## src/hw/fsp_pkg.sv

```systemverilog
// flash self-programming control: shared constants and types
// assumes a 20 MHz system clock and an AXI4-Lite register master
package fsp_pkg;
   // ------------------------------------------------------------
   // register map (byte addresses)
   // ------------------------------------------------------------
   localparam logic [7:0]  CTRL_OFS     = 8'h00; // self_prog_control_reg
   localparam logic [7:0]  ZPTR_OFS     = 8'h04; // flash address pointer
   localparam logic [7:0]  DATA_OFS     = 8'h08; // data_word_registers
   localparam logic [7:0]  INSN_OFS     = 8'h0c; // instruction strobe / result
   localparam logic [7:0]  STAT_OFS     = 8'h10; // status
   localparam logic [7:0]  PAGE_OFS     = 8'h14; // programmed page index
   // ------------------------------------------------------------
   // control bit positions
   // ------------------------------------------------------------
   localparam int EN_BIT   = 0;
   localparam int ERS_BIT  = 1;
   localparam int WRT_BIT  = 2;
   localparam int LFR_BIT  = 3;
   localparam int RWW_BIT  = 4;
   localparam int BUSY_BIT = 6;
   localparam logic [4:0] CODE_RWW  = 5'h11;
   localparam logic [4:0] CODE_LFR  = 5'h09;
   localparam logic [4:0] CODE_WRT  = 5'h05;
   localparam logic [4:0] CODE_ERS  = 5'h03;
   localparam logic [4:0] CODE_LOAD = 5'h01;
   // instruction strobe bits in INSN register
   localparam int STORE_BIT = 0;
   localparam int LOAD_BIT  = 1;
   // ------------------------------------------------------------
   // address fields
   // ------------------------------------------------------------
   localparam int WORD_BITS = 5;  // 32 words per page
   localparam int PAGE_LSB  = WORD_BITS + 1;
   localparam int PAGE_BITS = 16 - PAGE_LSB;
   localparam int PAGE_WORDS = 1 << WORD_BITS;
   // readout pointer values
   localparam logic [15:0] Z_FUSE_LOW  = 16'h0000;
   localparam logic [15:0] Z_LOCK      = 16'h0001;
   localparam logic [15:0] Z_FUSE_EXT  = 16'h0002;
   localparam logic [15:0] Z_FUSE_HIGH = 16'h0003;
   // ------------------------------------------------------------
   // timing
   // ------------------------------------------------------------
   localparam int CLK_HZ       = 20_000_000;
   localparam int STORE_WIN    = 4;
   localparam int LOAD_WIN     = 3;
   localparam int PROG_MIN_US  = 3700;
   localparam int PROG_MAX_US  = 4500;
   // aim inside the window: midpoint in whole microseconds, times cycles per microsecond
   localparam int PROG_CYCLES  =
      ((PROG_MIN_US + PROG_MAX_US) / 2) * (CLK_HZ / 1_000_000);
   localparam int OSC_DIV      = 20; // calibrated 1 MHz tick
   localparam int PROG_TICKS   = (PROG_MIN_US + PROG_MAX_US) / 2;
   typedef enum logic [1:0] {
      FSP_IDLE  = 2'b00,
      FSP_ARMED = 2'b01,
      FSP_PROG  = 2'b11
   } fsp_state_t;
endpackage

```

## src/hw/fsp_osc_tick.sv

```systemverilog
// calibrated oscillator tick divider
// assumes one system clock; emits a one-cycle enable every div cycles
`timescale 1ns/1ns
`default_nettype none
module fsp_osc_tick
(
   input  wire logic aclk,
   input  wire logic aresetn,
   output logic      tick
);
   logic [4:0] cnt_q;
   always_ff @(posedge aclk)
   begin
      if (!aresetn)
      begin
         cnt_q <= 5'h00;
         tick  <= 1'b0;
      end
      else
      begin
         tick <= (cnt_q == 5'(fsp_pkg::OSC_DIV - 1));
         if (cnt_q == 5'(fsp_pkg::OSC_DIV - 1))
            cnt_q <= 5'h00;
         else
            cnt_q <= cnt_q + 5'h01;
      end
   end
endmodule // fsp_osc_tick
`default_nettype wire

```

## src/hw/fsp_ctrl.sv

```systemverilog
// flash self-programming control, top level
// assumes AXI4-Lite master on aclk; eeprom busy and fuses from outside
//
// Function
// - cpu is halted for the whole page write
// - eeprom write during buffer loading discards loaded words
// - pointer: low bits word in page, high bits page
// - load-program reads bytewise, pointer bit zero selects byte
// - eeprom write in progress blocks flash programming; only arming checks it, an armed erase or write store still starts
// - eeprom write in progress blocks fuse and lock readout
// - lock readout: pointer 0x0001, load within three returns bits 1:0
// - select and enable self-clear after readout or window expiry
// - with select clear, load reads ordinary program bytes
// - armed readout with pointer 0x0000 returns low fuse byte
// - armed readout with pointer 0x0003 returns high fuse byte
// - armed readout with pointer 0x0002 returns extended fuse byte
// - programmed bits read zero, unprogrammed read one
// - reset during flash write still completes the write
// - erase, write, lock write last 3.7 to 4.5 ms from oscillator; no lock write here, erase and write take 4.1 ms
// - rww busy flag always reads zero
// - buffer load: word index selects slot, one write per slot until a page write, rww store or eeprom write clears it
// - other low five control codes are ignored
// - enable arms store four cycles; held until erase or write ends
//
// Our own choices: the address map and the AXI4-Lite slave port.
`timescale 1ns/1ns
`default_nettype none
module fsp_ctrl
(
   input  wire logic        aclk,
   input  wire logic        aresetn,
   input  wire logic [7:0]  s_axi_awaddr,
   input  wire logic        s_axi_awvalid,
   output logic             s_axi_awready,
   input  wire logic [31:0] s_axi_wdata,
   input  wire logic [3:0]  s_axi_wstrb,
   input  wire logic        s_axi_wvalid,
   output logic             s_axi_wready,
   output logic [1:0]       s_axi_bresp,
   output logic             s_axi_bvalid,
   input  wire logic        s_axi_bready,
   input  wire logic [7:0]  s_axi_araddr,
   input  wire logic        s_axi_arvalid,
   output logic             s_axi_arready,
   output logic [31:0]      s_axi_rdata,
   output logic [1:0]       s_axi_rresp,
   output logic             s_axi_rvalid,
   input  wire logic        s_axi_rready,
   input  wire logic        eeprom_write_busy,
   input  wire logic [7:0]  fuse_low_byte,
   input  wire logic [7:0]  fuse_high_byte,
   input  wire logic [7:0]  extended_fuse_byte,
   input  wire logic [1:0]  lock_bits,
   input  wire logic [15:0] prog_rd_word,
   output logic [15:0]      prog_rd_addr,
   output logic             cpu_halt,
   output logic             flash_erase,
   output logic             flash_write,
   output logic [9:0]       flash_page
);
   // ------------------------------------------------------------
   // input synchronisers
   // ------------------------------------------------------------
   logic       ee_s1_q, ee_s2_q;
   logic [7:0] fl_s1_q, fl_s2_q, fh_s1_q, fh_s2_q, fe_s1_q, fe_s2_q;
   logic [1:0] lk_s1_q, lk_s2_q;
   always_ff @(posedge aclk)
   begin
      ee_s1_q <= eeprom_write_busy;
      ee_s2_q <= ee_s1_q;
      fl_s1_q <= fuse_low_byte;
      fl_s2_q <= fl_s1_q;
      fh_s1_q <= fuse_high_byte;
      fh_s2_q <= fh_s1_q;
      fe_s1_q <= extended_fuse_byte;
      fe_s2_q <= fe_s1_q;
      lk_s1_q <= lock_bits;
      lk_s2_q <= lk_s1_q;
   end
   // ------------------------------------------------------------
   // state
   // ------------------------------------------------------------
   fsp_pkg::fsp_state_t state_q;
   logic [4:0]  ctrl_q;
   logic [15:0] zptr_q;
   logic [15:0] data_q;
   logic [7:0]  result_q;
   logic [2:0]  win_q;
   logic [12:0] prog_cnt_q;
   localparam int PAGE_W = fsp_pkg::PAGE_BITS;
   logic [PAGE_W-1:0] page_q;
   logic [15:0] buf_q [fsp_pkg::PAGE_WORDS];
   logic [fsp_pkg::PAGE_WORDS-1:0] buf_full_q;
   logic        osc_tick;
   fsp_osc_tick u_tick
   (
      .aclk    (aclk),
      .aresetn (aresetn),
      .tick    (osc_tick)
   );
   // ------------------------------------------------------------
   // axi write channel
   // ------------------------------------------------------------
   logic        aw_hold_q, w_hold_q;
   logic [7:0]  aw_addr_q;
   logic [31:0] w_data_q;
   logic        wr_go;
   assign wr_go = aw_hold_q && w_hold_q && !s_axi_bvalid;
   always_ff @(posedge aclk)
   begin
      if (!aresetn)
      begin
         aw_hold_q     <= 1'b0;
         w_hold_q      <= 1'b0;
         aw_addr_q     <= 8'h00;
         w_data_q      <= 32'h0000_0000;
         s_axi_awready <= 1'b0;
         s_axi_wready  <= 1'b0;
         s_axi_bvalid  <= 1'b0;
         s_axi_bresp   <= 2'b00;
      end
      else
      begin
         s_axi_awready <= !aw_hold_q && !s_axi_awready && !s_axi_bvalid;
         s_axi_wready  <= !w_hold_q && !s_axi_wready && !s_axi_bvalid;
         if (s_axi_awvalid && s_axi_awready)
         begin
            aw_hold_q <= 1'b1;
            aw_addr_q <= s_axi_awaddr;
            s_axi_awready <= 1'b0;
         end
         if (s_axi_wvalid && s_axi_wready)
         begin
            w_hold_q <= 1'b1;
            w_data_q <= s_axi_wdata;
            s_axi_wready <= 1'b0;
         end
         if (wr_go)
         begin
            aw_hold_q    <= 1'b0;
            w_hold_q     <= 1'b0;
            s_axi_bvalid <= 1'b1;
            s_axi_bresp  <= (aw_addr_q[7:2] > fsp_pkg::PAGE_OFS[7:2]) ? 2'b10 : 2'b00;
         end
         else if (s_axi_bvalid && s_axi_bready)
            s_axi_bvalid <= 1'b0;
      end
   end
   // decoded write strobes
   logic wr_ctrl, wr_zptr, wr_data, wr_insn, do_store, do_load;
   assign wr_ctrl  = wr_go && aw_addr_q == fsp_pkg::CTRL_OFS;
   assign wr_zptr  = wr_go && aw_addr_q == fsp_pkg::ZPTR_OFS;
   assign wr_data  = wr_go && aw_addr_q == fsp_pkg::DATA_OFS;
   assign wr_insn  = wr_go && aw_addr_q == fsp_pkg::INSN_OFS;
   assign do_store = wr_insn && w_data_q[fsp_pkg::STORE_BIT];
   assign do_load  = wr_insn && w_data_q[fsp_pkg::LOAD_BIT];
   // ------------------------------------------------------------
   // control register and sequencer
   // ------------------------------------------------------------
   logic code_ok;
   logic [4:0] code;
   assign code    = w_data_q[4:0];
   assign code_ok = code == fsp_pkg::CODE_RWW || code == fsp_pkg::CODE_LFR ||
                    code == fsp_pkg::CODE_WRT || code == fsp_pkg::CODE_ERS ||
                    code == fsp_pkg::CODE_LOAD;
   logic prog_done;
   assign prog_done = state_q == fsp_pkg::FSP_PROG && osc_tick && prog_cnt_q == 13'h0001;
   always_ff @(posedge aclk)
   begin
      // a write in progress ignores reset and runs to completion
      if (!aresetn && state_q != fsp_pkg::FSP_PROG)
      begin
         state_q    <= fsp_pkg::FSP_IDLE;
         ctrl_q     <= 5'h00;
         win_q      <= 3'h0;
         prog_cnt_q <= 13'h0000;
         flash_erase <= 1'b0;
         flash_write <= 1'b0;
         cpu_halt   <= 1'b0;
      end
      else
      begin
         flash_erase <= 1'b0;
         flash_write <= 1'b0;
         unique case (state_q)
            fsp_pkg::FSP_IDLE:
            begin
               if (wr_ctrl && code_ok && !ee_s2_q)
               begin
                  ctrl_q  <= code;
                  win_q   <= 3'(fsp_pkg::STORE_WIN);
                  state_q <= fsp_pkg::FSP_ARMED;
               end
            end
            fsp_pkg::FSP_ARMED:
            begin
               // windows open once the control write's response is taken
               if (!s_axi_bvalid)
                  win_q <= win_q - 3'h1;
               if (do_store && (ctrl_q == fsp_pkg::CODE_ERS || ctrl_q == fsp_pkg::CODE_WRT))
               begin
                  flash_erase <= ctrl_q == fsp_pkg::CODE_ERS;
                  flash_write <= ctrl_q == fsp_pkg::CODE_WRT;
                  prog_cnt_q  <= 13'(fsp_pkg::PROG_TICKS);
                  cpu_halt    <= 1'b1;
                  state_q     <= fsp_pkg::FSP_PROG;
               end
               else if (do_store || do_load || win_q == 3'h1 ||
                        (ctrl_q[fsp_pkg::LFR_BIT] && win_q ==
                         3'(fsp_pkg::STORE_WIN - fsp_pkg::LOAD_WIN + 1) && !do_load))
               begin
                  ctrl_q  <= 5'h00;
                  state_q <= fsp_pkg::FSP_IDLE;
               end
            end
            fsp_pkg::FSP_PROG:
            begin
               if (osc_tick)
                  prog_cnt_q <= prog_cnt_q - 13'h0001;
               if (prog_done)
               begin
                  ctrl_q   <= 5'h00;
                  cpu_halt <= 1'b0;
                  state_q  <= fsp_pkg::FSP_IDLE;
               end
            end
            default:
               state_q <= fsp_pkg::FSP_IDLE;
         endcase
      end
   end
   // ------------------------------------------------------------
   // pointer, data and page latch
   // ------------------------------------------------------------
   always_ff @(posedge aclk)
   begin
      if (!aresetn)
      begin
         zptr_q <= 16'h0000;
         data_q <= 16'h0000;
      end
      else
      begin
         if (wr_zptr && !cpu_halt)
            zptr_q <= w_data_q[15:0];
         if (wr_data && !cpu_halt)
            data_q <= w_data_q[15:0];
      end
   end
   always_ff @(posedge aclk)
   begin
      if (!aresetn && state_q != fsp_pkg::FSP_PROG)
         page_q <= '0;
      else if (state_q == fsp_pkg::FSP_ARMED && do_store)
         page_q <= zptr_q[15:fsp_pkg::PAGE_LSB];
   end
   assign flash_page = page_q;
   // ------------------------------------------------------------
   // temporary page buffer
   // ------------------------------------------------------------
   logic store_word, buf_clear;
   logic flash_write_q;
   assign store_word = state_q == fsp_pkg::FSP_ARMED && do_store &&
                       ctrl_q == fsp_pkg::CODE_LOAD;
   assign buf_clear  = ee_s2_q || prog_done && flash_write_q ||
                       (state_q == fsp_pkg::FSP_ARMED && do_store &&
                        ctrl_q == fsp_pkg::CODE_RWW);
   always_ff @(posedge aclk)
   begin
      if (!aresetn)
         flash_write_q <= 1'b0;
      else if (flash_write)
         flash_write_q <= 1'b1;
      else if (prog_done)
         flash_write_q <= 1'b0;
   end
   genvar gi;
   generate
      for (gi = 0; gi < fsp_pkg::PAGE_WORDS; gi++)
      begin : g_buf
         always_ff @(posedge aclk)
         begin
            if (!aresetn || buf_clear)
            begin
               buf_full_q[gi] <= 1'b0;
               buf_q[gi]      <= 16'h0000;
            end
            else if (store_word && !buf_full_q[gi] &&
                     zptr_q[fsp_pkg::PAGE_LSB-1:1] == 5'(gi))
            begin
               buf_full_q[gi] <= 1'b1;
               buf_q[gi]      <= data_q;
            end
         end
      end
   endgenerate
   // ------------------------------------------------------------
   // load-program result
   // ------------------------------------------------------------
   logic lfr_armed;
   assign lfr_armed = state_q == fsp_pkg::FSP_ARMED && ctrl_q == fsp_pkg::CODE_LFR;
   always_ff @(posedge aclk)
   begin
      if (!aresetn)
      begin
         result_q     <= 8'h00;
         prog_rd_addr <= 16'h0000;
      end
      else
      begin
         prog_rd_addr <= {1'b0, zptr_q[15:1]};
         if (do_load && lfr_armed && !ee_s2_q)
         begin
            unique case (zptr_q)
               fsp_pkg::Z_FUSE_LOW:  result_q <= fl_s2_q;
               fsp_pkg::Z_LOCK:      result_q <= {6'h3f, lk_s2_q};
               fsp_pkg::Z_FUSE_EXT:  result_q <= fe_s2_q;
               fsp_pkg::Z_FUSE_HIGH: result_q <= fh_s2_q;
               default:              result_q <= 8'hff;
            endcase
         end
         else if (do_load)
            result_q <= zptr_q[0] ? prog_rd_word[15:8] : prog_rd_word[7:0];
      end
   end
   // ------------------------------------------------------------
   // axi read channel
   // ------------------------------------------------------------
   logic [31:0] rd_mux;
   always_comb
   begin
      rd_mux = 32'h0000_0000;
      unique case (s_axi_araddr)
         fsp_pkg::CTRL_OFS: rd_mux = {27'h0, ctrl_q};
         fsp_pkg::ZPTR_OFS: rd_mux = {16'h0000, zptr_q};
         fsp_pkg::DATA_OFS: rd_mux = {16'h0000, data_q};
         fsp_pkg::INSN_OFS: rd_mux = {24'h00_0000, result_q};
         fsp_pkg::STAT_OFS: rd_mux = {28'h0, |buf_full_q, ee_s2_q, cpu_halt,
                                      state_q != fsp_pkg::FSP_IDLE};
         fsp_pkg::PAGE_OFS: rd_mux = {22'h0, page_q};
         default:           rd_mux = 32'h0000_0000;
      endcase
   end
   always_ff @(posedge aclk)
   begin
      if (!aresetn)
      begin
         s_axi_arready <= 1'b0;
         s_axi_rvalid  <= 1'b0;
         s_axi_rdata   <= 32'h0000_0000;
         s_axi_rresp   <= 2'b00;
      end
      else
      begin
         s_axi_arready <= !s_axi_rvalid && !s_axi_arready;
         if (s_axi_arvalid && s_axi_arready)
         begin
            s_axi_arready <= 1'b0;
            s_axi_rvalid  <= 1'b1;
            s_axi_rdata   <= rd_mux;
            s_axi_rresp   <= (s_axi_araddr[7:2] > fsp_pkg::PAGE_OFS[7:2] ||
                              s_axi_araddr[1:0] != 2'b00) ? 2'b10 : 2'b00;
         end
         else if (s_axi_rvalid && s_axi_rready)
            s_axi_rvalid <= 1'b0;
      end
   end
   // ------------------------------------------------------------
   // checks
   // ------------------------------------------------------------
   a_prog_halts: assert property (@(posedge aclk)
      $rose(state_q == fsp_pkg::FSP_PROG) |-> cpu_halt)
      else $error("cpu not halted during programming");
   a_ee_blocks: assert property (@(posedge aclk) disable iff (!aresetn)
      (state_q == fsp_pkg::FSP_IDLE && ee_s2_q) |=> state_q == fsp_pkg::FSP_IDLE)
      else $error("arming while eeprom busy");
   a_bad_code: assert property (@(posedge aclk) disable iff (!aresetn)
      (state_q == fsp_pkg::FSP_IDLE && wr_ctrl && !code_ok) |=> ctrl_q == 5'h00)
      else $error("illegal code accepted");
   a_store_win: assert property (@(posedge aclk) disable iff (!aresetn)
      (state_q == fsp_pkg::FSP_ARMED && $fell(s_axi_bvalid))
      |-> ##[1:4] state_q != fsp_pkg::FSP_ARMED)
      else $error("arm window too long");
   a_ee_clears: assert property (@(posedge aclk) disable iff (!aresetn)
      ee_s2_q |=> buf_full_q == '0)
      else $error("buffer kept during eeprom write");
   a_en_held: assert property (@(posedge aclk) disable iff (!aresetn)
      state_q == fsp_pkg::FSP_PROG |-> ctrl_q[fsp_pkg::EN_BIT])
      else $error("enable dropped in operation");
   a_lock_read: assert property (@(posedge aclk) disable iff (!aresetn)
      (do_load && lfr_armed && !ee_s2_q && zptr_q == fsp_pkg::Z_LOCK)
      |=> result_q[1:0] == $past(lk_s2_q))
      else $error("lock bits wrong");
   a_byte_sel: assert property (@(posedge aclk) disable iff (!aresetn)
      (do_load && state_q == fsp_pkg::FSP_IDLE && zptr_q[0])
      |=> result_q == $past(prog_rd_word[15:8]))
      else $error("byte select wrong");
   c_erase: cover property (@(posedge aclk) flash_erase);
   c_write: cover property (@(posedge aclk) flash_write);
   c_fuse:  cover property (@(posedge aclk) do_load && lfr_armed);
endmodule // fsp_ctrl
`default_nettype wire

```

## config.mk

```make
export PLATFORM = sky130hd
export DESIGN_NAME = fsp_ctrl
export DESIGN_NICKNAME = d
export VERILOG_FILES = /design/src/hw/fsp_pkg.sv /design/src/hw/fsp_osc_tick.sv /design/src/hw/fsp_ctrl.sv
export SDC_FILE = /design/constraint.sdc
export NUM_CORES = 1
export LEC_CHECK = 0
export ABC_CLOCK_PERIOD_IN_PS = 2500
export BUFFER_PORTS_ARGS = -buffer_cell sky130_fd_sc_hd__buf_2
export CORE_MARGIN = 5
export CORE_UTILIZATION = 55
export CTS_CLUSTER_SIZE = 10
export DETAILED_ROUTE_END_ITERATION = 8
export PLACE_DENSITY = 0.82
export SLEW_MARGIN = 20
export SYNTH_ARGS = -nofsm -noshare
export SYNTH_HDL_FRONTEND = slang
export SYNTH_SLANG_ARGS = --single-unit
```

## constraint.sdc

```tcl
create_clock -name aclk -period 2.5 [get_ports aclk]
set_clock_uncertainty 0.15 [all_clocks]
set_input_delay 0.125 -clock aclk [delete_from_list [all_inputs] [get_ports aclk]]
set_output_delay 0.125 -clock aclk [all_outputs]
set_load 0.01 [all_outputs]
```

Yosys cells after proc, flatten, opt, wreduce, memory -nomap -nowiden
Cells that the tools add are included.

Memories kept: 0. Latch bits: 0. ROM bits: 0. Flip-flop bits (word level): 252. Bits in writable memories: 0. Output and inout bits: 70. Input bits: 102. Word-level logic and storage cells: 356.

Multiply operators: 0. Bitwise gates (word level): 3. $add $sub $neg: 3. Reductions and logical operators: 180. Order comparisons: 2. Equality and inequality tests: 67. Shift operators: 0. Multiplexer cells: 31. Div/mod/pow operators: 0.

Operator list (number): 1-bit logical AND (99); 16-bit one-hot mux with 6 select lines (1); 5-bit equality test (second input constant) (19); 5-bit by 4-bit equality test with 1-bit output (second input constant) (10); 1-bit zero test (43); 16-bit by 2-bit equality test with 1-bit output (second input constant) (2); 8-bit by 4-bit equality test with 1-bit output (second input constant) (4); 8-bit one-hot mux with 4 select lines (1); 32-bit OR reduction (1); 5-bit by 3-bit equality test with 1-bit output (second input constant) (6); 13-bit 2-to-1 mux (2); 13-bit one-hot mux with 2 select lines (1); 8-bit 2-to-1 mux (3); 5-bit by 2-bit equality test with 1-bit output (second input constant) (4); 5-bit 2-to-1 mux (4); 16-bit by 1-bit equality test with 1-bit output (second input constant) (1); 8-bit by 3-bit equality test with 1-bit output (second input constant) (2); 8-bit by 5-bit equality test with 1-bit output (second input constant) (2); 16-bit zero test (1); 8-bit zero test (2); 2-bit nonzero test (8); 5-bit by 1-bit equality test with 1-bit output (second input constant) (3); 5-bit one-hot mux with 3 select lines (1); 2-bit != test (second input constant) (7); other kinds (26) (59).

Logic depth before layout (Yosys ltp)
Gate-level depths: netlist (run 1).

Word-level depth: 10. Gate-level depth with buffers: 9. Depth with buffers taken out: 8.

By module
Synthesis (run 1) repeated with hierarchy kept, for this count alone.

Cells, all modules: 964. Area total of the unflattened synthesis: 9105.0 um2.

By module, submodules not included: fsp_ctrl (cells each 940, area each 8872.3 um2, sequential area each 4544.4 um2, instances 1); fsp_osc_tick (cells each 24, area each 232.7 um2, sequential area each 120.1 um2, instances 1).

Worst setup path before layout (run 1)
No wires, ideal clock.

Kind: flip-flop to flip-flop. Start: register aw_addr_q[7]. End: register buf_full_q[0] (netlist bit). Buffers on the path: 2. Period minus slack after synthesis: 2167 ps. Library setup time: 115 ps. Arrival time: 1902 ps. Data required time: 2235 ps. Setup slack: 333 ps. Stages on the path, launching flop included: 9. Path through: dfxtp_1 > or3_4 > or3_1 > buf_2 > nor4b_2 > a311oi_1 > o21ai_2 > buf_6 > nor2_1.

Longest elaborated chain between the ends: 7. Elaborated cells on any way between the ends: 10. Those cells by class: eq/ne: 1; reduce/logical: 9.

Ends and longest elaborated chain: start: declaration (RTL line fsp_ctrl.sv:105) `logic [7:0] aw_addr_q;`; start signal: assignment (RTL line fsp_ctrl.sv:129) `aw_addr_q <= s_axi_awaddr;`; 8-bit by 4-bit equality test with 1-bit output (*) (RTL line fsp_ctrl.sv:154) `assign wr_insn = wr_go && aw_addr_q == fsp_pkg::INSN_OFS;`; 1-bit logical AND (*) (RTL line fsp_ctrl.sv:154); 1-bit logical AND (*) (RTL line fsp_ctrl.sv:155) `assign do_store = wr_insn && w_data_q[fsp_pkg::STORE_BIT];`; 1-bit logical AND (*) (RTL line fsp_ctrl.sv:263, fsp_ctrl.sv:266); 1-bit logical AND (on tied branches) (RTL line fsp_ctrl.sv:263, fsp_ctrl.sv:266); 1-bit logical AND / 1-bit logical OR (equally long branches) (RTL line fsp_ctrl.sv:288, fsp_ctrl.sv:265); 1-bit logical AND / 1-bit logical OR (equally long branches) (RTL line fsp_ctrl.sv:288, fsp_ctrl.sv:283); end signal: indexed assignment (RTL line fsp_ctrl.sv:285) `buf_full_q[gi] <= 1'b0;`; end signal: indexed assignment (RTL line fsp_ctrl.sv:291) `buf_full_q[gi] <= 1'b1;`; end: declaration (RTL line fsp_ctrl.sv:93) `logic [fsp_pkg::PAGE_WORDS-1:0] buf_full_q;`.

Every way passes the cells marked *; elsewhere a longest branch is shown, timed or not. A chain may end at the register's enable or synchronous reset.

Worst setup path in the final report (run 1)
Start: register aw_addr_q[0]. End: register buf_full_q[6] (netlist bit).

The elaborated chain is that of the path after synthesis.

==> metrics.cfg, run 1 <==
[worst_setup_path]
r2r_slack_ns=0.17
critical_path_peak_fanout=32
crit_chain=or3_1 > or3_1 > nor4b_2 > a311oi_1 > o21ai_2 > buf_12 > nor2_1
worst-path-buf-inv=1
setup.worst_path.class=flop to flop
cp_data_required_time_ns=2.76
end_kind=flop
timing.critical_path.slowest_stage_cell=or3_1
worstPathArrival_ns=2.59
startpoint_type=flop
critPathTopFamily=simple AND/OR/NAND/NOR gates
critPathMaxStageDelay_ns=0.44
critical_path.most_common_cell=or3_1

[detailed_routing]
antenna_left=0
drt-initial-drc-count=713
route.final.wire_length_um=24800
detailedRoute.firstPassIterationCount=5
remaining_drc_errors=0
wl_per_cell_um=18.0
num_vias=7886
vias_per_cell=5.73

[synth]
postSynthRegisterBits=233
synth_area_per_cell_sq_um=9.40
ys_seq_area_frac=0.535
synth-main-ff-cell=dfxtp_1
yosysWarnings=0
async_reset_ff_frac=0
netlist_area_sq_um=8710
synth_cells=927
post-synth-top-area-cell=dfxtp_1
synth_edf_count=0
yosysMostFrequentCell=dfxtp_1
synth.top_cells.by_area=dfxtp_1 (54%), mux2i_1 (5.2%), nand2_1 (4.8%)
synth_top_cells_by_count=dfxtp_1 (233), nand2_1 (112), nor2_1 (111)
netlist-cell-type-count=66
synth_top_area_frac=0.535

[power]
switching_share=0.219
comb_power_share=0.054
worst_ir_drop_vdd_mv=0.658
power.net_switching_uw=1660
power.leakage_uw=0.00474
power_frac_seq=0.511
cellPowerDensity_nw_per_um2=675
cell_internal_power_dissipation_uw=5910
share_of_total_power_in_the_clock_network=0.436

[sta]
max-slew-margin-rel=0.539
post_route_fraction_of_the_period_consumed_by_the_critical_path=0.931
maxSlewViolCount=0
setup_tns_ns=0
setup_repair_after_global_routing_missed_its_margin=false
hold_viol_final=0
fmax_ghz=0.430
time_the_worst_path_needs_with_i_o_delays_and_setup_ns=2.33
report.final.setup_viol=0
final.hold.worst_slack_ns=0.103
worstMarginPinSlew_ns=0.692

[die]
die_width_um=136
placeableCoreArea_sq_um=15700
floorplan.initialDensity=0.555
rows=46
design.portCount=172
fp.dieArea_sq_um=18500
die_extent_in_y_um=136

[job]
cap_viol_max_count=0

[global_routing]
vias_in_the_first_global_route=7963
grt_max_degree=45
groute.usage.overall=0.269
antenna_violations_before_repair=0
grt_remaining_overflow=0
global_route_wire_length_before_repair_um=39800

[run_status]
run_status=finished clean

[cells_and_area]
num-nets-final=1266
area_growth_syn_to_layout_pct=28.5
final_layout_size_suffix_gt1_frac=0.192

[placement]
routabilityCongestion=0.921
io_port_bufs=132
dp_hpwl_um=15000

[cts]
tritoncts.num_buffers=27
cts.path.max_buffers=3
htreeDepth=1
cts_tree=yes
clkLatencyLatePin_ns=0.53
cts.sink_count=233
clk_pin_slew_worst_paths_ns=0.05
clockRootBuffer=clkbuf_16
cts_repair_resize_count=0

[min_path]
worst_hold_path_type=input port to flop

[tightest hold or removal path, stage by stage]
cell and delay [ns]:
buf_2 0.11, nand2_1 0.09, buf_4 0.20, nand2_1 0.06, o21ai_0 0.05, and2_1 0.11
[sequential cells by signal (all words and copies together) (netlist names), 3 cells and up]
| name | count |
|---|---|
| s_axi_rdata | 16 |
| buf_full_q | 32 |
| ctrl_q | 5 |
| flash_page | 10 |
| zptr_q | 16 |
| prog_rd_addr | 15 |
| data_q | 16 |
| fh_s1_q | 8 |
| fl_s1_q | 8 |
| u_tick.cnt_q | 5 |
| fh_s2_q | 8 |
| aw_addr_q | 8 |
| fl_s2_q | 8 |
| prog_cnt_q | 13 |
| w_data_q | 16 |
| result_q | 8 |
| fe_s2_q | 8 |
| fe_s1_q | 8 |
| win_q | 3 |
[logic make-up (layout without fill, tap and decap cells)]
logic type / count (synthesis) / count (layout) / synth area share
AO/OA/AOI/OAI: 183 / 184 / 0.129
XOR/XNOR: 11 / 11 / 0.0111
adder cells (fa/ha/maj): 7 / 7 / 0.00976
buffers and inverters: 83 / 297 / 0.0494
flip-flops: 233 / 233 / 0.535
multiplexers: 52 / 52 / 0.0620
other: 1 / 20 / 0.000430
AND/OR/NAND/NOR: 357 / 357 / 0.203
[per-stage QoR]
stage | cell area, sq um | total power (uW) | setup WS, ns | instances | utilization
after floorplan | 8780 | 4100 | 0.333 | 945 | -
after global placement | 9630 | 4200 | 0.191 | 1258 | 0.613
after detailed placement | 9630 | 4210 | 0.169 | 1258 | 0.613
after CTS | 11200 | 7550 | 0.178 | 1375 | 0.712
after global routing | 11200 | 7780 | 0.0226 | 1376 | 0.713
final | 11200 | 7560 | 0.173 | 1377 | 0.713
[area by class of cell]
type | instances | area [sq um]
inverters | 11 | 41.3
fillers | 1108 | 4510
clock buffers | 29 | 683
multi-input cells | 630 | 3700
clock inverters | 2 | 16.3
repair buffers | 255 | 1820
flip-flops and latches | 233 | 4660
diodes | 1 | 2.50
well taps | 216 | 270
[cell usage in the layout (no fill, tap or decap), drive strengths merged, types with 8 or more instances in the layout]
master / netlist / routed
clkbuf: 38 / 29
a21oi: 73 / 73
conb: 1 / 19
nor4: 14 / 14
nand4: 13 / 13
a22oi: 11 / 11
nand3: 18 / 18
o21ai: 44 / 44
or3: 8 / 8
and2: 23 / 23
dlygate4sd3: 0 / 86
mux2i: 45 / 45
nand2b: 9 / 9
nor3: 11 / 11
buf: 34 / 169
nand2: 112 / 112
nor2: 111 / 111
a31oi: 24 / 24
inv: 10 / 12
dfxtp: 233 / 233
[power groups by stage]
| stage | logic (uW) | registers, uW | clock network [uW] |
|---|---|---|---|
| 3_3_place_gp | 278 | 3930 | 0 |
| 2_1_floorplan | 186 | 3920 | 0 |
| 5_1_grt | 437 | 3870 | 3480 |
| 3_5_place_dp | 283 | 3930 | 0 |
| 6_report | 407 | 3860 | 3290 |
| 4_1_cts | 383 | 3850 | 3310 |
[repair_timing]
action                                  4_1_cts  5_1_grt
endpoints found under the setup margin        0        1
hold buffers                                 86        0
setup buffers                                 0        0
hold endpoints to repair                     76        0
[layer usage]
layer	part of all wire	GRT usage
met1	0.37	0.313
met2	0.51	0.489
met3	0.078	0.0437
met4	0.041	0.113
met5	0	0
[worst paths after layout]
path | startpoint | endpoint | cells after the start
hold reg to reg | fl_s1_q[5] | fl_s2_q[5] | 0
setup reg to reg | aw_addr_q[0] | buf_full_q[6] | 7
setup / recovery | aw_addr_q[0] | buf_full_q[6] | 7
hold / removal | s_axi_arvalid | s_axi_rdata[12] | 6
No activity file was read; power rests on OpenSTA's default activity.
==> run 2: changes to the inputs <==
Settings changed: ABC_CLOCK_PERIOD_IN_PS 2500 to 2700, CORE_UTILIZATION 55 to 59, PLACE_DENSITY 0.82 to 0.87.
Clock period 2.5 ns to 2.7 ns, I/O delays scaled along.
==> metrics.cfg, run 2 (synthesis gave the netlist of run 1 again) <==
[run_status]
run_status=finished clean  ; unchanged

[cells_and_area]
final_cell_count_no_fill=1323  ; was 1377
area_growth_syn_to_layout_pct=25.7  ; was 28.5%
num-nets-final=1244  ; was 1266
most-common-layout-cells=dfxtp_1 (233), buf_2 (132), nand2_1 (112)  ; unchanged
max_reg_flops=32  ; unchanged
num_antenna_cells=0  ; was 1
final_common_cell=dfxtp_1  ; unchanged
final_layout_size_suffix_gt1_frac=0.182  ; was 0.192
largest-register=buf_full_q  ; unchanged

[sta]
post_route_fraction_of_the_period_consumed_by_the_critical_path=0.884  ; was 0.931
time_the_worst_path_needs_with_i_o_delays_and_setup_ns=2.39  ; was 2.33 ns
worstMarginPinSlew_ns=0.645  ; was 0.692 ns
fmax_ghz=0.419  ; was 0.430 GHz
report.final.setup_viol=0  ; unchanged
setup_repair_after_global_routing_missed_its_margin=false  ; unchanged
setup_tns_ns=0  ; unchanged
final.hold.worst_slack_ns=0.0165  ; was 0.103 ns
maxSlewViolCount=0  ; unchanged
hold_viol_final=0  ; unchanged
max-slew-margin-rel=0.569  ; was 0.539

[power]
power.net_switching_uw=1490  ; was 1660 uW
switching_share=0.214  ; was 0.219
cellPowerDensity_nw_per_um2=635  ; was 675 nW/um^2
share_of_total_power_in_the_clock_network=0.434  ; was 0.436
total_power_uw=6950  ; was 7560 uW
power_frac_seq=0.514  ; was 0.511
cell_internal_power_dissipation_uw=5460  ; was 5910 uW
comb_power_share=0.052  ; was 0.054
worst_ir_drop_vdd_mv=0.471  ; was 0.658 mV
power.leakage_uw=0.00463  ; was 0.00474 uW

[global_routing]
grt_remaining_overflow=0  ; unchanged
groute.usage.overall=0.273  ; was 0.269
busiest_layer=met2  ; unchanged
gr-usage-met3=0.0589  ; was 0.0437
fraction_of_met2_tracks_used_by_global_routing=0.480  ; was 0.489
global_route_wire_length_before_repair_um=39600  ; was 39800 um
vias_in_the_first_global_route=7906  ; was 7963
grt_max_degree=45  ; unchanged
gr-usage-met1=0.321  ; was 0.313
antenna_violations_before_repair=0  ; unchanged

[worst_setup_path]
worst-r2r-cell-count=7  ; unchanged
cp.depth=7  ; unchanged
worstPathArrival_ns=2.69  ; was 2.59 ns
cp_data_required_time_ns=3.01  ; was 2.76 ns
setup.worst_path.class=flop to flop  ; unchanged
critical_path_peak_fanout=11  ; was 32
critPathMaxStageDelay_ns=0.44  ; about the same
timing.critical_path.slowest_stage_cell=dfxtp_1  ; was or3_1
critPathTopFamily=simple AND/OR/NAND/NOR gates  ; unchanged
worst-path-buf-inv=1  ; unchanged
end_kind=flop  ; unchanged
r2r_slack_ns=0.31  ; was 0.17 ns
startpoint_type=flop  ; unchanged
reg2reg_to=result_q[0]  ; was buf_full_q[6]
r2r_startpoint=zptr_q[3]  ; was aw_addr_q[0]
crit_chain=nor3_2 > nand4_1 > nor4_1 > buf_4 > nand2_1 > a31oi_1 > o21a_1  ; was or3_1 > or3_1 > nor4b_2 > a311oi_1 > o21ai_2 > buf_12 > nor2_1

[cts]
cts.path.max_buffers=3  ; unchanged
cts_tree=yes  ; unchanged
clk_pin_slew_worst_paths_ns=0.06  ; was 0.05 ns
cts.sink_count=233  ; unchanged
htreeDepth=1  ; unchanged
tritoncts.num_buffers=27  ; unchanged
clkLatencyLatePin_ns=0.51  ; was 0.53 ns
cts_setup_buffers=0  ; unchanged
clockRootBuffer=clkbuf_16  ; unchanged

[die]
fp.dieArea_sq_um=17300  ; was 18500 sq um
die_width_um=132  ; was 136 um
die_extent_in_y_um=132  ; was 136 um
placeableCoreArea_sq_um=14500  ; was 15700 sq um
design.portCount=172  ; unchanged
floorplan.initialDensity=0.600  ; was 0.555
rows=44  ; was 46

[detailed_routing]
vias_per_cell=5.88  ; was 5.73
num_vias=7785  ; was 7886
remaining_drc_errors=0  ; unchanged
wl_per_cell_um=18.6  ; was 18.0 um
drt-initial-drc-count=777  ; was 713
detailedRoute.firstPassIterationCount=8  ; was 5
antenna_left=0  ; unchanged
route.final.wire_length_um=24600  ; was 24800 um

[min_path]
hold-path-cell-count=5  ; was 6
worst_hold_path_type=input port to flop  ; unchanged
hold_path_end=result_q[5]  ; was s_axi_rdata[12]
hold_path_start=prog_rd_word[13]  ; was s_axi_arvalid

[placement]
dp_hpwl_um=14600  ; was 15000 um
io_port_bufs=132  ; unchanged
routabilityCongestion=0.910  ; was 0.921
placed_cells_incl_taps=1213  ; was 1258

[job]
cap_viol_max_count=0  ; unchanged

-- run 2: changes by cell type in the layout (fill, tap and decap cells not counted) --
cell | before | now
clkbuf_1 | 2 | 4
a211oi_2 | 1 | 0
diode_2 | 1 | 0
buf_12 | 2 | 1
clkinv_2 | 0 | 1
buf_4 | 35 | 23
inv_6 | 1 | 0
clkinv_1 | 0 | 1
inv_2 | 1 | 0
clkinvlp_4 | 1 | 0
dlygate4sd3_1 | 86 | 78
-- run 2: cell type report --
| type | count | area, sq um |
|---|---|---|
| clock buffers | 31 | 691 |
| clock inverters | 1 | 5.00 |
| fillers | 926 | 3580 |
| inverters | 11 | 41.3 |
| multi-input cells | 629 | 3690 |
| flip-flops and latches | 233 | 4660 |
| well taps | 184 | 230 |
| repair buffers | 234 | 1630 |
-- run 2: layer usage --
metal  part of all wire  up-vias
met3              0.090       86
met1               0.37     3635
li1                   -     3609
met5                  0        -
met2               0.50      455
met4              0.044        0
-- run 2: power by group through the flow --
stage	Clock [uW]	Sequential [uW]	Combinational, uW
after floorplan	0	3630	172
after global placement	0	3640	251
after detailed placement	0	3640	256
after CTS	3020	3570	344
after global routing	3210	3580	391
final	3020	3570	363
-- run 2: how the worst max path moves through the flow --
stage | start | slack [ns] | end
after CTS | aw_addr_q[7] | 0.35 | buf_full_q[1]
after global placement | aw_addr_q[7] | 0.38 | buf_full_q[25]
after global routing | aw_addr_q[7] | 0.19 | buf_full_q[24]
final | zptr_q[3] | 0.31 | result_q[0]
after floorplan | aw_addr_q[7] | 0.53 | buf_full_q[0]
after detailed placement | s_axi_araddr[5] | 0.35 | s_axi_rdata[12]
-- run 2: tightest hold or removal path: stages --
cell and delay, ns:
buf_2 0.08, mux2i_1 0.07, o21ai_0 0.13, o21ai_0 0.09, a21oi_1 0.13
-- run 2: stage by stage --
step                 util  worst slack [ns]  cell area, sq um
floorplan               -             0.533              8780
global placement    0.652             0.383              9480
detailed placement  0.652             0.348              9480
CTS                 0.754             0.350             11000
global route        0.754             0.190             11000
finish              0.754             0.314             11000
-- run 2: timing repair --
action | CTS | global route
hold buffers | 78 | 0
resized for setup | 0 | 0
hold endpoints to repair | 62 | 0
==> run 3: changes to the inputs <==
Settings changed: CORE_UTILIZATION 59 to 35, PLACE_DENSITY 0.87 to 0.57.
==> metrics.cfg, run 3 (synthesis gave the netlist of run 1 again) <==
[detailed_routing]
antenna_left=0  ; unchanged
met2WireLength_um=11600  ; was 12300 um
detailedRoute.firstPassIterationCount=5  ; was 8
maxUsedRoutingLayer=met4  ; unchanged
routed_wire_length_on_met3_um=1400  ; was 2200 um
num_vias=7343  ; was 7785
drt-initial-drc-count=405  ; was 777
remaining_drc_errors=0  ; unchanged
route.final.wire_length_um=24300  ; was 24600 um
route.layer.met1.wl_um=10800  ; was 9020 um
wl_per_cell_um=16.4  ; was 18.6 um
vias_per_cell=4.97  ; was 5.88

[worst_setup_path]
critical_path_peak_fanout=32  ; was 11
setup.worst_path.class=flop to flop  ; unchanged
timing.critical_path.to=buf_full_q[27]  ; was result_q[0]
r2r_slack_ns=0.26  ; was 0.31 ns
r2r_startpoint=aw_addr_q[7]  ; was zptr_q[3]
worst-r2r-cell-count=7  ; unchanged
worstPathArrival_ns=2.69  ; about the same
startpoint_type=flop  ; unchanged
end_kind=flop  ; unchanged
worst_setup_path_startpoint=aw_addr_q[7]  ; was zptr_q[3]
reg2reg_to=buf_full_q[27]  ; was result_q[0]
cp_data_required_time_ns=2.95  ; was 3.01 ns

[cts]
clk_pin_slew_worst_paths_ns=0.06  ; about the same
clkLatencyLatePin_ns=0.52  ; was 0.51 ns
cts.sink_count=233  ; unchanged
htreeDepth=1  ; unchanged
hold_buffers=86  ; was 78
cts_tree=yes  ; unchanged
cts.path.max_buffers=3  ; unchanged
cts_setup_buffers=0  ; unchanged
cts_repair_resize_count=0  ; unchanged
tritoncts.num_buffers=27  ; unchanged
clockRootBuffer=clkbuf_16  ; unchanged

[placement]
io_port_bufs=132  ; unchanged
dp_hpwl_um=16600  ; was 14600 um
dpl_cell_area_sq_um=9680  ; was 9480 sq um
routabilityCongestion=0.778  ; was 0.910

[power]
cellPowerDensity_nw_per_um2=624  ; was 635 nW/um^2
worst_ir_drop_vdd_mv=0.468  ; was 0.471 mV
power_frac_seq=0.507  ; was 0.514
power.net_switching_uw=1510  ; was 1490 uW
switching_share=0.214  ; about the same
share_of_total_power_in_the_clock_network=0.442  ; was 0.434
power.leakage_uw=0.00471  ; was 0.00463 uW
cell_internal_power_dissipation_uw=5530  ; was 5460 uW
comb_power_share=0.051  ; was 0.052

[die]
die_width_um=168  ; was 132 um
fp.dieArea_sq_um=28200  ; was 17300 sq um
design.portCount=172  ; unchanged
rows=57  ; was 44
die_extent_in_y_um=168  ; was 132 um
placeableCoreArea_sq_um=24400  ; was 14500 sq um
floorplan.initialDensity=0.357  ; was 0.600

[global_routing]
grt_max_degree=45  ; unchanged
antenna_violations_before_repair=0  ; unchanged
global_route_wire_length_before_repair_um=38600  ; was 39600 um
vias_in_the_first_global_route=7126  ; was 7906
grt_remaining_overflow=0  ; unchanged
groute.usage.overall=0.166  ; was 0.273

[cells_and_area]
post-route-util=0.462  ; was 0.754
area_growth_syn_to_layout_pct=29.3  ; was 25.7%
max_reg_flops=32  ; unchanged
final_layout_size_suffix_gt1_frac=0.187  ; was 0.182
num_antenna_cells=0  ; unchanged
largest-register=buf_full_q  ; unchanged
finalInstanceArea_sq_um=11300  ; was 11000 sq um
most-common-layout-cells=dfxtp_1 (233), buf_2 (132), nand2_1 (112)  ; unchanged
n_fill_cell=2353  ; was 926
num-nets-final=1258  ; was 1244
final_common_cell=dfxtp_1  ; unchanged

[sta]
worstMarginPinSlew_ns=0.737  ; was 0.645 ns
max-slew-margin-rel=0.508  ; was 0.569
setup_repair_after_global_routing_missed_its_margin=false  ; unchanged
hold_viol_final=0  ; unchanged
fmax_ghz=0.410  ; was 0.419 GHz
final.hold.worst_slack_ns=0.0708  ; was 0.0165 ns
maxSlewViolCount=0  ; unchanged
post_route_fraction_of_the_period_consumed_by_the_critical_path=0.904  ; was 0.884
setup_tns_ns=0  ; unchanged
report.final.setup_viol=0  ; unchanged
time_the_worst_path_needs_with_i_o_delays_and_setup_ns=2.44  ; was 2.39 ns

[min_path]
worst_hold_path_type=input port to flop  ; unchanged

[job]
cap_viol_max_count=0  ; unchanged

[run_status]
run_status=finished clean  ; unchanged

-- run 3: area by class of cell --
cell class                 instances  area (sq um)  share of cell area
sequential                       233          4660               0.414
multi-input combinational        629          3690               0.327
timing repair buffer             248          1750               0.155
clock buffer                      32           714              0.0634
tap                              324           405              0.0360
inverter                          11          41.3             0.00366
clock inverter                     1          8.76            0.000777
-- run 3: power groups by stage --
stage | clock, uW | combinational (uW) | sequential, uW
final | 3110 | 360 | 3570
after global routing | 3310 | 397 | 3570
after CTS | 3180 | 359 | 3560
after detailed placement | 0 | 265 | 3640
after global placement | 0 | 265 | 3640
after floorplan | 0 | 172 | 3630
-- run 3: stage by stage --
| stage | setup WS [ns] | power (uW) | std cells |
|---|---|---|---|
| floorplan | 0.533 | 3800 | 945 |
| global placement | 0.286 | 3900 | 1359 |
| detailed placement | 0.279 | 3900 | 1359 |
| CTS | 0.275 | 7110 | 1478 |
| global route | 0.0707 | 7280 | 1478 |
| finish | 0.258 | 7030 | 1478 |
-- run 3: worst min path at each step --
stage / from / endpoint / slack, ns / cells past startpoint
CTS: s_axi_arvalid / s_axi_rdata[1] / 0.04 / 5
finish: s_axi_arvalid / s_axi_rdata[1] / 0.07 / 5
detailed placement: fuse_high_byte[0] / fh_s1_q[0] / 0.09 / 1
global route: s_axi_arvalid / s_axi_rdata[2] / 0.08 / 5
floorplan: eeprom_write_busy / ee_s1_q / 0.01 / 0
global placement: extended_fuse_byte[7] / fe_s1_q[7] / 0.09 / 1
-- run 3: worst max-delay path, stage by stage (launching register included) --
cell and delay, ns:
dfxtp_1 0.32, or3_4 0.39, or3_1 0.40, nor4b_2 0.38
a311oi_1 0.17, o21ai_2 0.08, buf_4 0.32, nor2_1 0.09
-- run 3: layer usage --
layer	up-vias	GRT usage
met5	-	0
met4	0	0.0416
met3	30	0.0302
met2	216	0.271
met1	3459	0.228
li1	3638	-
